--- src/sbrg_pkg.sv ---
// Purpose: Shared constants for the serial bit-rate generator block.
// Assumes: 32-bit AHB-Lite register bus, one word per register.
// Notes:   Offsets are byte addresses; fields sit in the low bits.
package sbrg_pkg;
   // Byte offsets of the registers.
   localparam logic [7:0] ADDR_BIT_RATE_CONTROL = 8'h00;
   localparam logic [7:0] ADDR_RX_DATA = 8'h04;
   localparam logic [7:0] ADDR_EVENT_STATUS = 8'h08;
   localparam logic [7:0] ADDR_EVENT_MASK = 8'h0c;
   // Field positions of bit_rate_control.
   localparam int CTL_SECOND_LSB = 0;
   localparam int CTL_CLOCK_TEST = 3;
   localparam int CTL_FIRST_LSB = 4;
   localparam int CTL_SPI_SOURCE = 6;
   localparam int CTL_CHAIN_CLEAR = 7;
   // Field positions of the event status and mask registers.
   localparam int EVT_RECEIVE_FULL = 0;
   localparam int EVT_OVERRUN = 1;
   localparam int EVT_FRAMING = 2;
   localparam int EVT_COUNT = 3;
   // Reset values.
   localparam logic [7:0] RST_BIT_RATE_CONTROL = 8'h00;
   localparam logic [2:0] RST_EVENT_MASK = 3'h0;
   // First-stage divide factors for codes 00, 01, 10 and 11.
   localparam logic [3:0] FIRST_FACTOR_0 = 4'h1;
   localparam logic [3:0] FIRST_FACTOR_1 = 4'h3;
   localparam logic [3:0] FIRST_FACTOR_2 = 4'h4;
   localparam logic [3:0] FIRST_FACTOR_3 = 4'hd;
   // Receiver sample ticks per transmit bit.
   localparam logic [4:0] SAMPLES_PER_BIT = 5'h10;
   // Largest second-stage factor and its counter width.
   localparam int SECOND_FACTOR_MAX = 128;
   localparam int SECOND_CNT_W = 7;
   // Receive character width, ninth bit included.
   localparam int RX_DATA_W = 9;
   // AHB transfer type that starts a single transfer.
   localparam logic [1:0] HTRANS_NONSEQ = 2'h2;
   localparam logic [1:0] HRESP_OKAY = 2'h0;
endpackage

--- src/sbrg_top.sv ---
// Purpose: Bit-rate generator and receive-data gating of a serial unit.
// Assumes: Single bus clock; receiver and transmitter share this clock.
// Notes:   Registers are reached over AHB-Lite with zero wait states.
//
// Functional notes
// - Framing error blocks receive data transfers.
// - Framing flag sets with full flag, never on overrun.
// - Transmit and receive share one two-stage rate.
// - Rate is bus clock over 16, factor1, factor2.
// - First factor codes give 1, 3, 4, 13.
// - Second factor is two to the field value.
// - Chain clear resets counters only in test mode.
// - Chain clear is momentary and reads zero.
// - Source select routes receiver or bus clock.
// - Clock test bit test-mode only, reads zero.
// - Clock test drives clock XOR onto output.
// - Wait state keeps running; interrupts wake system.
// - Transmit bit is sixteen receiver sample ticks.
`timescale 1ns/1ps
`default_nettype none
module sbrg_top (
   input wire logic clock,
   input wire logic rst_n,
   input wire logic clock_enable,
   // AHB-Lite slave port.
   input wire logic hsel,
   input wire logic [31:0] haddr,
   input wire logic [1:0] htrans,
   input wire logic hwrite,
   input wire logic [2:0] hsize,
   input wire logic [31:0] hwdata,
   input wire logic hready,
   output logic hreadyout,
   output logic [1:0] hresp,
   output logic [31:0] hrdata,
   // Mode strap from the mode logic on this clock: test or bootstrap.
   input wire logic test_or_boot_mode,
   // Receiver shift register hands over one character per pulse.
   input wire logic rx_shift_done,
   input wire logic [sbrg_pkg::RX_DATA_W-1:0] rx_shift_data,
   input wire logic rx_stop_bad,
   // Transmit shift register output bit.
   input wire logic tx_line_bit,
   // Clock-enable pulses for receiver, transmitter and SPI.
   output logic rx_sample_tick,
   output logic tx_bit_tick,
   output logic spi_clock_tick,
   output logic serial_output_pin,
   output logic receive_full_flag,
   output logic framing_error_flag,
   output logic irq,
   output logic wake_request
);
   // All state of the block in one record.
   typedef struct packed {
      logic [1:0] first_sel; // First-stage select field.
      logic [2:0] second_sel; // Second-stage select field.
      logic spi_src; // SPI clock source select.
      logic clk_test; // Divider clock-test mode.
      logic [3:0] p1_cnt; // First-stage counter.
      logic [sbrg_pkg::SECOND_CNT_W-1:0] p2_cnt; // Second-stage counter.
      logic [3:0] tx_cnt; // Sample ticks within one bit.
      logic rx_lvl; // Toggles on each receiver sample tick.
      logic tx_lvl; // Toggles on each transmit bit tick.
      logic ser_out; // Registered serial output pin.
      logic [sbrg_pkg::RX_DATA_W-1:0] rx_data; // Receive data register.
      logic rf; // Receive full flag.
      logic ovr; // Overrun flag.
      logic fe; // Framing error flag.
      logic [sbrg_pkg::EVT_COUNT-1:0] mask; // Interrupt mask.
      logic wr_pend; // Write data phase pending.
      logic rd_pend; // Read data phase pending.
      logic [7:0] addr; // Byte address of the pending transfer.
   } sbrg_state_t;

   sbrg_state_t state_q;
   sbrg_state_t state_d;

   // Terminal count of the first stage: factor minus one.
   function automatic logic [3:0] sbrg_first_term(input logic [1:0] code);
      logic [3:0] f;
      f = sbrg_pkg::FIRST_FACTOR_0;
      unique case (code)
         2'h0: f = sbrg_pkg::FIRST_FACTOR_0;
         2'h1: f = sbrg_pkg::FIRST_FACTOR_1;
         2'h2: f = sbrg_pkg::FIRST_FACTOR_2;
         2'h3: f = sbrg_pkg::FIRST_FACTOR_3;
      endcase
      return f - 4'h1;
   endfunction

   // Terminal count of the second stage: two to the code, minus one.
   function automatic logic [sbrg_pkg::SECOND_CNT_W-1:0] sbrg_second_term(
      input logic [2:0] code);
      logic [sbrg_pkg::SECOND_CNT_W:0] f;
      f = (sbrg_pkg::SECOND_CNT_W+1)'(1) << code;
      return sbrg_pkg::SECOND_CNT_W'(f - 1'b1);
   endfunction

   // Elaboration check: the counter must hold the largest factor.
   if ((1 << sbrg_pkg::SECOND_CNT_W) != sbrg_pkg::SECOND_FACTOR_MAX) begin
      $error("Second-stage counter width does not fit the factor table.");
   end

   logic addr_take; // Address phase accepted this cycle.
   logic first_tick; // First stage wraps this cycle.
   logic second_tick; // Second stage wraps: receiver sample tick.
   logic bit_tick; // Sixteenth sample tick: transmit bit tick.
   logic chain_clear; // Momentary clear of the counter chains.
   logic [31:0] ctrl_word; // Read view of bit_rate_control.
   logic [sbrg_pkg::EVT_COUNT-1:0] status_word; // Sticky event bits.
   logic [sbrg_pkg::EVT_COUNT-1:0] clear_bits; // Write-one-to-clear bits.
   logic rx_data_read; // Receive data register read completes.

   // Address phase is taken while the bus is ready.
   assign addr_take = hsel && hready && (htrans == sbrg_pkg::HTRANS_NONSEQ);

   // Divider chain taps; both stage compares use >= so a lowered factor ends cleanly.
   assign first_tick = state_q.p1_cnt >= sbrg_first_term(state_q.first_sel);
   assign second_tick = first_tick &&
      (state_q.p2_cnt >= sbrg_second_term(state_q.second_sel));
   assign bit_tick = second_tick && (state_q.tx_cnt ==
      4'(sbrg_pkg::SAMPLES_PER_BIT - 5'h1));

   // The clear bit acts only in test or bootstrap mode and is not stored.
   assign chain_clear = state_q.wr_pend && test_or_boot_mode &&
      (state_q.addr == sbrg_pkg::ADDR_BIT_RATE_CONTROL) &&
      hwdata[sbrg_pkg::CTL_CHAIN_CLEAR];

   // Clear and test bits always read back as zero.
   always_comb begin
      ctrl_word = 32'h0000_0000;
      ctrl_word[sbrg_pkg::CTL_SECOND_LSB +: 3] = state_q.second_sel;
      ctrl_word[sbrg_pkg::CTL_FIRST_LSB +: 2] = state_q.first_sel;
      ctrl_word[sbrg_pkg::CTL_SPI_SOURCE] = state_q.spi_src;
      ctrl_word[sbrg_pkg::CTL_CHAIN_CLEAR] = 1'b0;
      ctrl_word[sbrg_pkg::CTL_CLOCK_TEST] = 1'b0;
   end

   // Status view and write-one-to-clear strobes of the event register.
   assign status_word = {state_q.fe, state_q.ovr, state_q.rf};
   assign clear_bits = (state_q.wr_pend &&
      state_q.addr == sbrg_pkg::ADDR_EVENT_STATUS) ?
      hwdata[sbrg_pkg::EVT_COUNT-1:0] : '0;
   assign rx_data_read = state_q.rd_pend &&
      (state_q.addr == sbrg_pkg::ADDR_RX_DATA);

   // Next-state logic for the whole block.
   always_comb begin
      state_d = state_q;
      if (clock_enable) begin
         // Bus pipeline: remember the address phase for the data phase.
         state_d.wr_pend = addr_take && hwrite;
         state_d.rd_pend = addr_take && !hwrite;
         if (addr_take) begin
            state_d.addr = haddr[7:0];
         end
         // Register writes land in the data phase.
         if (state_q.wr_pend) begin
            unique case (state_q.addr)
               sbrg_pkg::ADDR_BIT_RATE_CONTROL: begin
                  state_d.second_sel = hwdata[sbrg_pkg::CTL_SECOND_LSB +: 3];
                  state_d.first_sel = hwdata[sbrg_pkg::CTL_FIRST_LSB +: 2];
                  state_d.spi_src = hwdata[sbrg_pkg::CTL_SPI_SOURCE];
                  state_d.clk_test = test_or_boot_mode &&
                     hwdata[sbrg_pkg::CTL_CLOCK_TEST];
               end
               sbrg_pkg::ADDR_EVENT_MASK: begin
                  state_d.mask = hwdata[sbrg_pkg::EVT_COUNT-1:0];
               end
               default: begin
                  // Other addresses hold no writable state.
               end
            endcase
         end
         // Outside test or bootstrap mode the test bit stays low.
         if (!test_or_boot_mode) begin
            state_d.clk_test = 1'b0;
         end
         // Shared divider chain for receiver and transmitter.
         if (chain_clear) begin
            state_d.p1_cnt = 4'h0;
            state_d.p2_cnt = '0;
            state_d.tx_cnt = 4'h0;
            state_d.rx_lvl = 1'b0;
            state_d.tx_lvl = 1'b0;
         end else begin
            state_d.p1_cnt = first_tick ? 4'h0 : state_q.p1_cnt + 4'h1;
            if (first_tick) begin
               // Second stage advances only on the first stage's output.
               state_d.p2_cnt = second_tick ? '0 :
                  state_q.p2_cnt + 1'b1;
            end
            if (second_tick) begin
               state_d.tx_cnt = state_q.tx_cnt + 4'h1;
               state_d.rx_lvl = !state_q.rx_lvl;
            end
            if (bit_tick) begin
               state_d.tx_lvl = !state_q.tx_lvl;
            end
         end
         // Pin shows the clock XOR in test mode, else transmit data.
         state_d.ser_out = state_q.clk_test ?
            (state_q.rx_lvl ^ state_q.tx_lvl) : tx_line_bit;
         // Software clears first; a same-cycle hardware set wins below.
         if (clear_bits[sbrg_pkg::EVT_RECEIVE_FULL] || rx_data_read) begin
            state_d.rf = 1'b0;
         end
         if (clear_bits[sbrg_pkg::EVT_OVERRUN]) begin
            state_d.ovr = 1'b0;
         end
         if (clear_bits[sbrg_pkg::EVT_FRAMING]) begin
            state_d.fe = 1'b0;
         end
         // Receive hand-over: framing error or overrun blocks the move.
         if (rx_shift_done) begin
            if (state_q.fe || state_q.ovr) begin
               // Character dropped while a flag is held.
               state_d.rx_data = state_q.rx_data;
            end else if (state_q.rf) begin
               state_d.ovr = 1'b1;
            end else begin
               state_d.rx_data = rx_shift_data;
               state_d.rf = 1'b1;
               if (rx_stop_bad) begin
                  state_d.fe = 1'b1;
               end
            end
         end
      end
   end

   // State register with synchronous reset.
   always_ff @(posedge clock) begin
      if (!rst_n) begin
         state_q <= '0;
         state_q.first_sel <= sbrg_pkg::RST_BIT_RATE_CONTROL[5:4];
         state_q.second_sel <= sbrg_pkg::RST_BIT_RATE_CONTROL[2:0];
         state_q.spi_src <= sbrg_pkg::RST_BIT_RATE_CONTROL[6];
         state_q.mask <= sbrg_pkg::RST_EVENT_MASK;
      end else begin
         state_q <= state_d;
      end
   end

   // Zero-wait slave; unmapped reads return zero, writes are dropped.
   always_comb begin
      hrdata = 32'h0000_0000;
      if (state_q.rd_pend) begin
         unique case (state_q.addr)
            sbrg_pkg::ADDR_BIT_RATE_CONTROL: hrdata = ctrl_word;
            sbrg_pkg::ADDR_RX_DATA: hrdata = 32'(state_q.rx_data);
            sbrg_pkg::ADDR_EVENT_STATUS: hrdata = 32'(status_word);
            sbrg_pkg::ADDR_EVENT_MASK: hrdata = 32'(state_q.mask);
            default: hrdata = 32'h0000_0000;
         endcase
      end
   end

   // Every transfer finishes at once with an OKAY response.
   assign hreadyout = 1'b1;
   assign hresp = sbrg_pkg::HRESP_OKAY;

   // Clock-enable outputs of the divider chain.
   assign rx_sample_tick = clock_enable && second_tick;
   assign tx_bit_tick = clock_enable && bit_tick;
   assign spi_clock_tick = state_q.spi_src ?
      rx_sample_tick : clock_enable;
   assign serial_output_pin = state_q.ser_out;
   assign receive_full_flag = state_q.rf;
   assign framing_error_flag = state_q.fe;

   // One level interrupt; it also wakes the system from wait.
   assign irq = |(status_word & state_q.mask);
   assign wake_request = irq;
endmodule
`default_nettype wire

--- config.mk ---
export PLATFORM = sky130hd
export DESIGN_NAME = sbrg_top
export DESIGN_NICKNAME = d
export VERILOG_FILES = /design/src/sbrg_pkg.sv /design/src/sbrg_top.sv
export SDC_FILE = /design/constraint.sdc
export NUM_CORES = 1
export LEC_CHECK = 0
export BUFFER_PORTS_ARGS = -buffer_cell sky130_fd_sc_hd__buf_2
export CAP_MARGIN = 15
export CORE_MARGIN = 2
export CORE_UTILIZATION = 35
export CTS_CLUSTER_DIAMETER = 80
export DETAILED_ROUTE_END_ITERATION = 10
export SLEW_MARGIN = 20
export SYNTH_ARGS = -nofsm -noshare
export SYNTH_HDL_FRONTEND = slang
export SYNTH_SLANG_ARGS = --single-unit
--- constraint.sdc ---
create_clock -name clock -period 3.86 [get_ports clock]
set_input_delay 0 -clock clock [delete_from_list [all_inputs] [get_ports clock]]
set_output_delay 0 -clock clock [all_outputs]
set_load 0.1 [all_outputs]
## Word-level counts from Yosys, hierarchy flattened

Cells that the tools add are included.

| word-level totals | value |
|---|---|
| output and inout port bits | 43 |
| flip-flop bits (word level) | 50 |
| word-level logic and storage cells | 97 |
| input port bits | 88 |

| operators by class | value |
|---|---|
| eq/ne operators | 10 |
| order comparisons | 2 |
| reductions and logical operators | 33 |
| bitwise operators | 4 |
| shifts and indexed selects | 1 |
| multiplexer cells | 24 |
| add/sub/neg operators | 5 |

Operators with widths:

| cell | number |
|---|---|
| 9-bit case mux with 4 select lines | 1 |
| 17-bit two-way mux | 1 |
| 8-bit by 4-bit == test with 1-bit output, second input constant | 2 |
| 4-bit case mux with 4 select lines | 1 |
| 1-bit logical AND | 14 |
| 7-bit two-way mux | 2 |
| 1-bit two-way mux | 13 |
| 3-bit two-way mux | 3 |
| 9-bit two-way mux | 1 |
| 3-bit AND reduction | 3 |
| 4-bit by 1-bit adder with 4-bit output, second input constant | 2 |
| 8-bit by 3-bit == test with 1-bit output, second input constant | 1 |
| 8-bit zero test | 1 |
| 2-bit AND reduction | 4 |
| 7-bit by 1-bit adder with 7-bit output, second input constant | 1 |
| 7-bit >= comparator | 1 |
| 1-bit by 3-bit << shifter with 7-bit output, first input constant | 1 |
| 7-bit by 1-bit subtractor with 7-bit output, second input constant | 1 |
| 2-bit == test, second input constant | 3 |
| 2-bit nonzero test | 3 |
| 5-bit two-way mux | 1 |
| 4-bit == test, second input constant | 1 |
| 4-bit >= comparator | 1 |
| 4-bit two-way mux | 1 |
| 11 further kinds | 16 |

## Logic depth before layout (Yosys ltp)

| depth | value |
|---|---|
| depth after elaboration | 8 |
| depth in mapped cells | 14 |

## Least setup slack after synthesis

OpenSTA, ideal clock, no wires.

| path | value |
|---|---|
| path type | flip-flop to output port |
| from | register state_q (netlist bit ctrl_word[0]) |
| to | output port spi_clock_tick |
| arrival | 3876 ps |
| data required time | 3860 ps |
| setup slack | -16 ps |
| stages on the path, launching flop included | 14 |
| cell sequence | dfxtp_1 > clkbuf_1 > or3_1 > ha_1 > clkbuf_1 > nor3_1 > a21oi_1 > o21a_1 > ha_1 > o2111ai_1 > o21a_1 > buf_2 > nand3b_1 > a21oi_1 |

| between the ends | value |
|---|---|
| longest elaborated chain between the ends | 6 |

RTL lines:

| element | line | RTL |
|---|---|---|
| start: declaration | sbrg_top.sv:76 | `sbrg_state_t state_q;` |
| start signal: assignment | sbrg_top.sv:242 | `state_q <= state_d;` |
| 1-bit by 3-bit << shifter with 7-bit output | sbrg_top.sv:96 | `f = (sbrg_pkg::SECOND_CNT_W+1)'(1) << code;` |
| 7-bit by 1-bit subtractor with 7-bit output | sbrg_top.sv:97 | `return sbrg_pkg::SECOND_CNT_W'(f - 1'b1);` |
| 7-bit >= comparator | sbrg_top.sv:121 | `(state_q.p2_cnt >= sbrg_second_term(state_q.second_sel));` |
| 1-bit logical AND | sbrg_top.sv:120 | `assign second_tick = first_tick &&` |
| 1-bit logical AND | sbrg_top.sv:265 | `assign rx_sample_tick = clock_enable && second_tick;` |
| 1-bit two-way mux | sbrg_top.sv:267 | `assign spi_clock_tick = state_q.spi_src ?` |
| end: declaration | sbrg_top.sv:47 | `output logic spi_clock_tick,` |

Every way passes these cells.

## Worst setup path after layout

Ends and elaborated chain as after synthesis.

==> metrics.csv <==
metric;value;unit
viasPerCell;4.85;
hold_path.startpoint;hwrite;
antenna_found_initial;0;
port_buffers;53;
fin_util;43.7;%
worst_r2r_endpoint;state_q[38]$_SDFFE_PN0P_;
postRouteWirelength;6490;um
num_vias;2425;
fin_crit;3.35;ns
netlist_instances;326;
ys_async_sr_fraction;0;%
yosysMostFrequentCell;dfxtp_1;
peakVddDrop;0.177;mV
hold_end;state_q[8]$_SDFFE_PN0P_;
power.share.clock;36.4;%
slew_viol_final;0;
drtAntennaViolNets;0;
pwr-share-seq;43.6;%
num_rows;33;
worstSetupStartpointType;register;
register_area;0.00100;sq mm
fin_setup_tns;0;ns
dpl.cell_count;468;
ctsHtreeMaxLevel;2;
clock-root-buffer;clkbuf_8;
dpl.hpwl;4760;um
drt_iter0_drc;118;
drive_gt1_share;19.0;%
cp.required;3.86;ns
r2r_slack;0.93;ns
holdPathStages;4;
max_freq;0.298;GHz
grt_max_degree;39;
fill_cells;851;
cp_slowest_cell;buf_2;
synth_area_leader_cell;dfxtp_1;
die_x;96.7;um
grt_setup_unrepaired;false;
syn_avg_cell_area;9.23;sq um
clockBufferDepth;2;
combPwrFrac;20.0;%
synth_area_leaders;dfxtp_1 (33%), mux2i_1 (10%), ha_1 (7.1%);
antenna_cells;0;
switching_share;30.0;%
gr-total-overflow;0;
synth_seq_cells;50;
synth_cell_types;51;
status;finished clean;
p_int;0.000867;W
seq_area_frac_synth;33.3;%
syn_area;0.00301;sq mm
start_util;36.4;%
setup_viol;0;
worst_pin_slew;0.749;ns
grt_usage;14.0;%
synth_edf_count;0;
p_leak;1.53;nW
multi_input_comb_area;0.00177;sq mm
crit_type;reg -> out;
synth_common_cells;dfxtp_1 (50), nor2b_1 (32), mux2i_1 (31), buf_4 (28), ha_1 (17);
synth_top_area_share;33.3;%
drc;0;
gp_congestion;0.749;
numCtsBuffers;5;
crit_path_max_incr_delay;0.44;ns
max-cap-violations;0;
reg2regPathDepth;10;
clk_latency;0.31;ns
firstDrtPassIters;4;
arrival;3.35;ns
synth_ff_type;dfxtp_1;
die_h;96.7;um
p_switching;0.000371;W
yosys_warnings;0;
max_slew_margin;50.0;%
cts_tree;built;
syn2layout_area_growth;19.9;%
wl_per_cell;13.0;um
critPathMaxFanout;15;
core_area;0.00826;sq mm
fin_nets;499;
clk_pin_slew;0.10;ns
hold_viol;0;
cts.sinks;50;
r2r_start;ctrl_word[0]$_SDFFE_PN0P_;
path_cells;or3_1, ha_1, nor3_1, a21oi_1, o21a_1, ha_1, o2111ai_1, o21a_1, nand3b_1, a21oi_2, buf_2;
io-pin-count;131;
grt_pass1_wl;10900;um
hp-class;in -> reg;
final_cells;500;
skew;0.0119;ns
p_per_area;343;mW/mm^2
finalPower;0.00124;W
die-area;0.00935;sq mm
setup.worst_path.end_class;output port;
grt_pass1_vias;2249;
fin_crit_sh;86.8;%
[cell usage in the layout, fill, tap and decap left out, drive strengths merged, types with 3 or more instances in the layout]
master / count
dfxtp: 50
and2: 3
a21boi: 8
or3: 7
nor2b: 32
mux4: 3
nand2: 10
and3: 7
nand4: 9
conb: 26
o21a: 4
xor2: 4
nand2b: 5
o21ai: 16
a21oi: 12
nand3: 7
buf: 54
clkbuf: 6
inv: 12
nor2: 14
dlygate4sd3: 24
ha: 17
nor3: 5
mux2i: 31
[sequential cells by signal, indices dropped and copies added, names as in the netlist]
signal	flops
serial_output_pin	1
receive_full_flag	1
state_q	41
framing_error_flag	1
ctrl_word	6
[timing repair]
item / CTS / global route
hold buffers: 24 / 0
hold endpoints to repair: 26 / 0
buffers inserted: 0 / 0
resized for setup: 0 / 0
[final cells by class]
class | count | share of cell area (%)
Clock inverter | 2 | 1.67
Inverter | 12 | 1.25
Multi-Input combinational cell | 247 | 49.2
Tap cell | 105 | 3.64
Sequential cell | 50 | 27.8
Clock buffer | 6 | 2.29
Timing Repair Buffer | 78 | 14.2
[cells by family (layout without fill, tap and decap cells)]
family	count (synthesis)	in the layout	synth area share, %
simple gates	109	109	22.2
compound gates	55	55	12.0
buf+inv	53	98	10.9
flops	50	50	33.3
mux	34	34	12.6
fa+ha+maj	17	17	7.07
xor+xnor	6	6	1.75
other cells	2	26	0.250
[worst max path at each step]
stage	from	endpoint	slack, ns	depth (start not counted)
floorplan	ctrl_word[0]$_SDFFE_PN0P_	tx_bit_tick	0.36	12
global route	ctrl_word[0]$_SDFFE_PN0P_	spi_clock_tick	0.29	11
CTS	ctrl_word[0]$_SDFFE_PN0P_	spi_clock_tick	0.49	11
global placement	ctrl_word[0]$_SDFFE_PN0P_	spi_clock_tick	0.86	11
finish	ctrl_word[0]$_SDFFE_PN0P_	spi_clock_tick	0.51	11
detailed placement	ctrl_word[0]$_SDFFE_PN0P_	spi_clock_tick	0.86	11
[stage by stage]
stage / cell area [sq um] / hold slack [ns] / worst slack (ns)
2_1_floorplan: 3100 / 0.145 / 0.355
3_5_place_dp: 3220 / 0.258 / 0.859
5_1_grt: 3610 / 0.0329 / 0.292
4_1_cts: 3610 / 0.0129 / 0.491
6_report: 3610 / 0.0205 / 0.509
3_3_place_gp: 3220 / 0.251 / 0.861
[routing by layer]
| metal | GRT usage [%] | share of wire (%) | up-vias |
|---|---|---|---|
| li1 | - | - | 1247 |
| met1 | 18.5 | 47 | 1096 |
| met2 | 22.3 | 47 | 74 |
| met3 | 3.47 | 5.0 | 8 |
| met4 | 4.55 | 1.4 | 0 |
| met5 | 0 | 0 | - |
[worst max-delay path, delay by kind of cell, from the launching register on]
family | cells | cell delay [ns]
AOI/OAI and AO/OA | 5 | 0.85
adders and majority gates | 2 | 0.55
buffers and inverters | 1 | 0.44
DFF | 1 | 0.40
and+or+nand+nor | 3 | 0.82
[power by group through the flow]
stage | clock (W) | sequential (W) | combinational [W]
after floorplan | 0 | 0.000562 | 0.000202
after global placement | 0 | 0.000552 | 0.000228
after detailed placement | 0 | 0.000553 | 0.000229
after CTS | 0.000463 | 0.000540 | 0.000247
after global routing | 0.000485 | 0.000543 | 0.000262
final | 0.000451 | 0.000540 | 0.000247
Note: power is estimated with default switching activity, not from simulation.
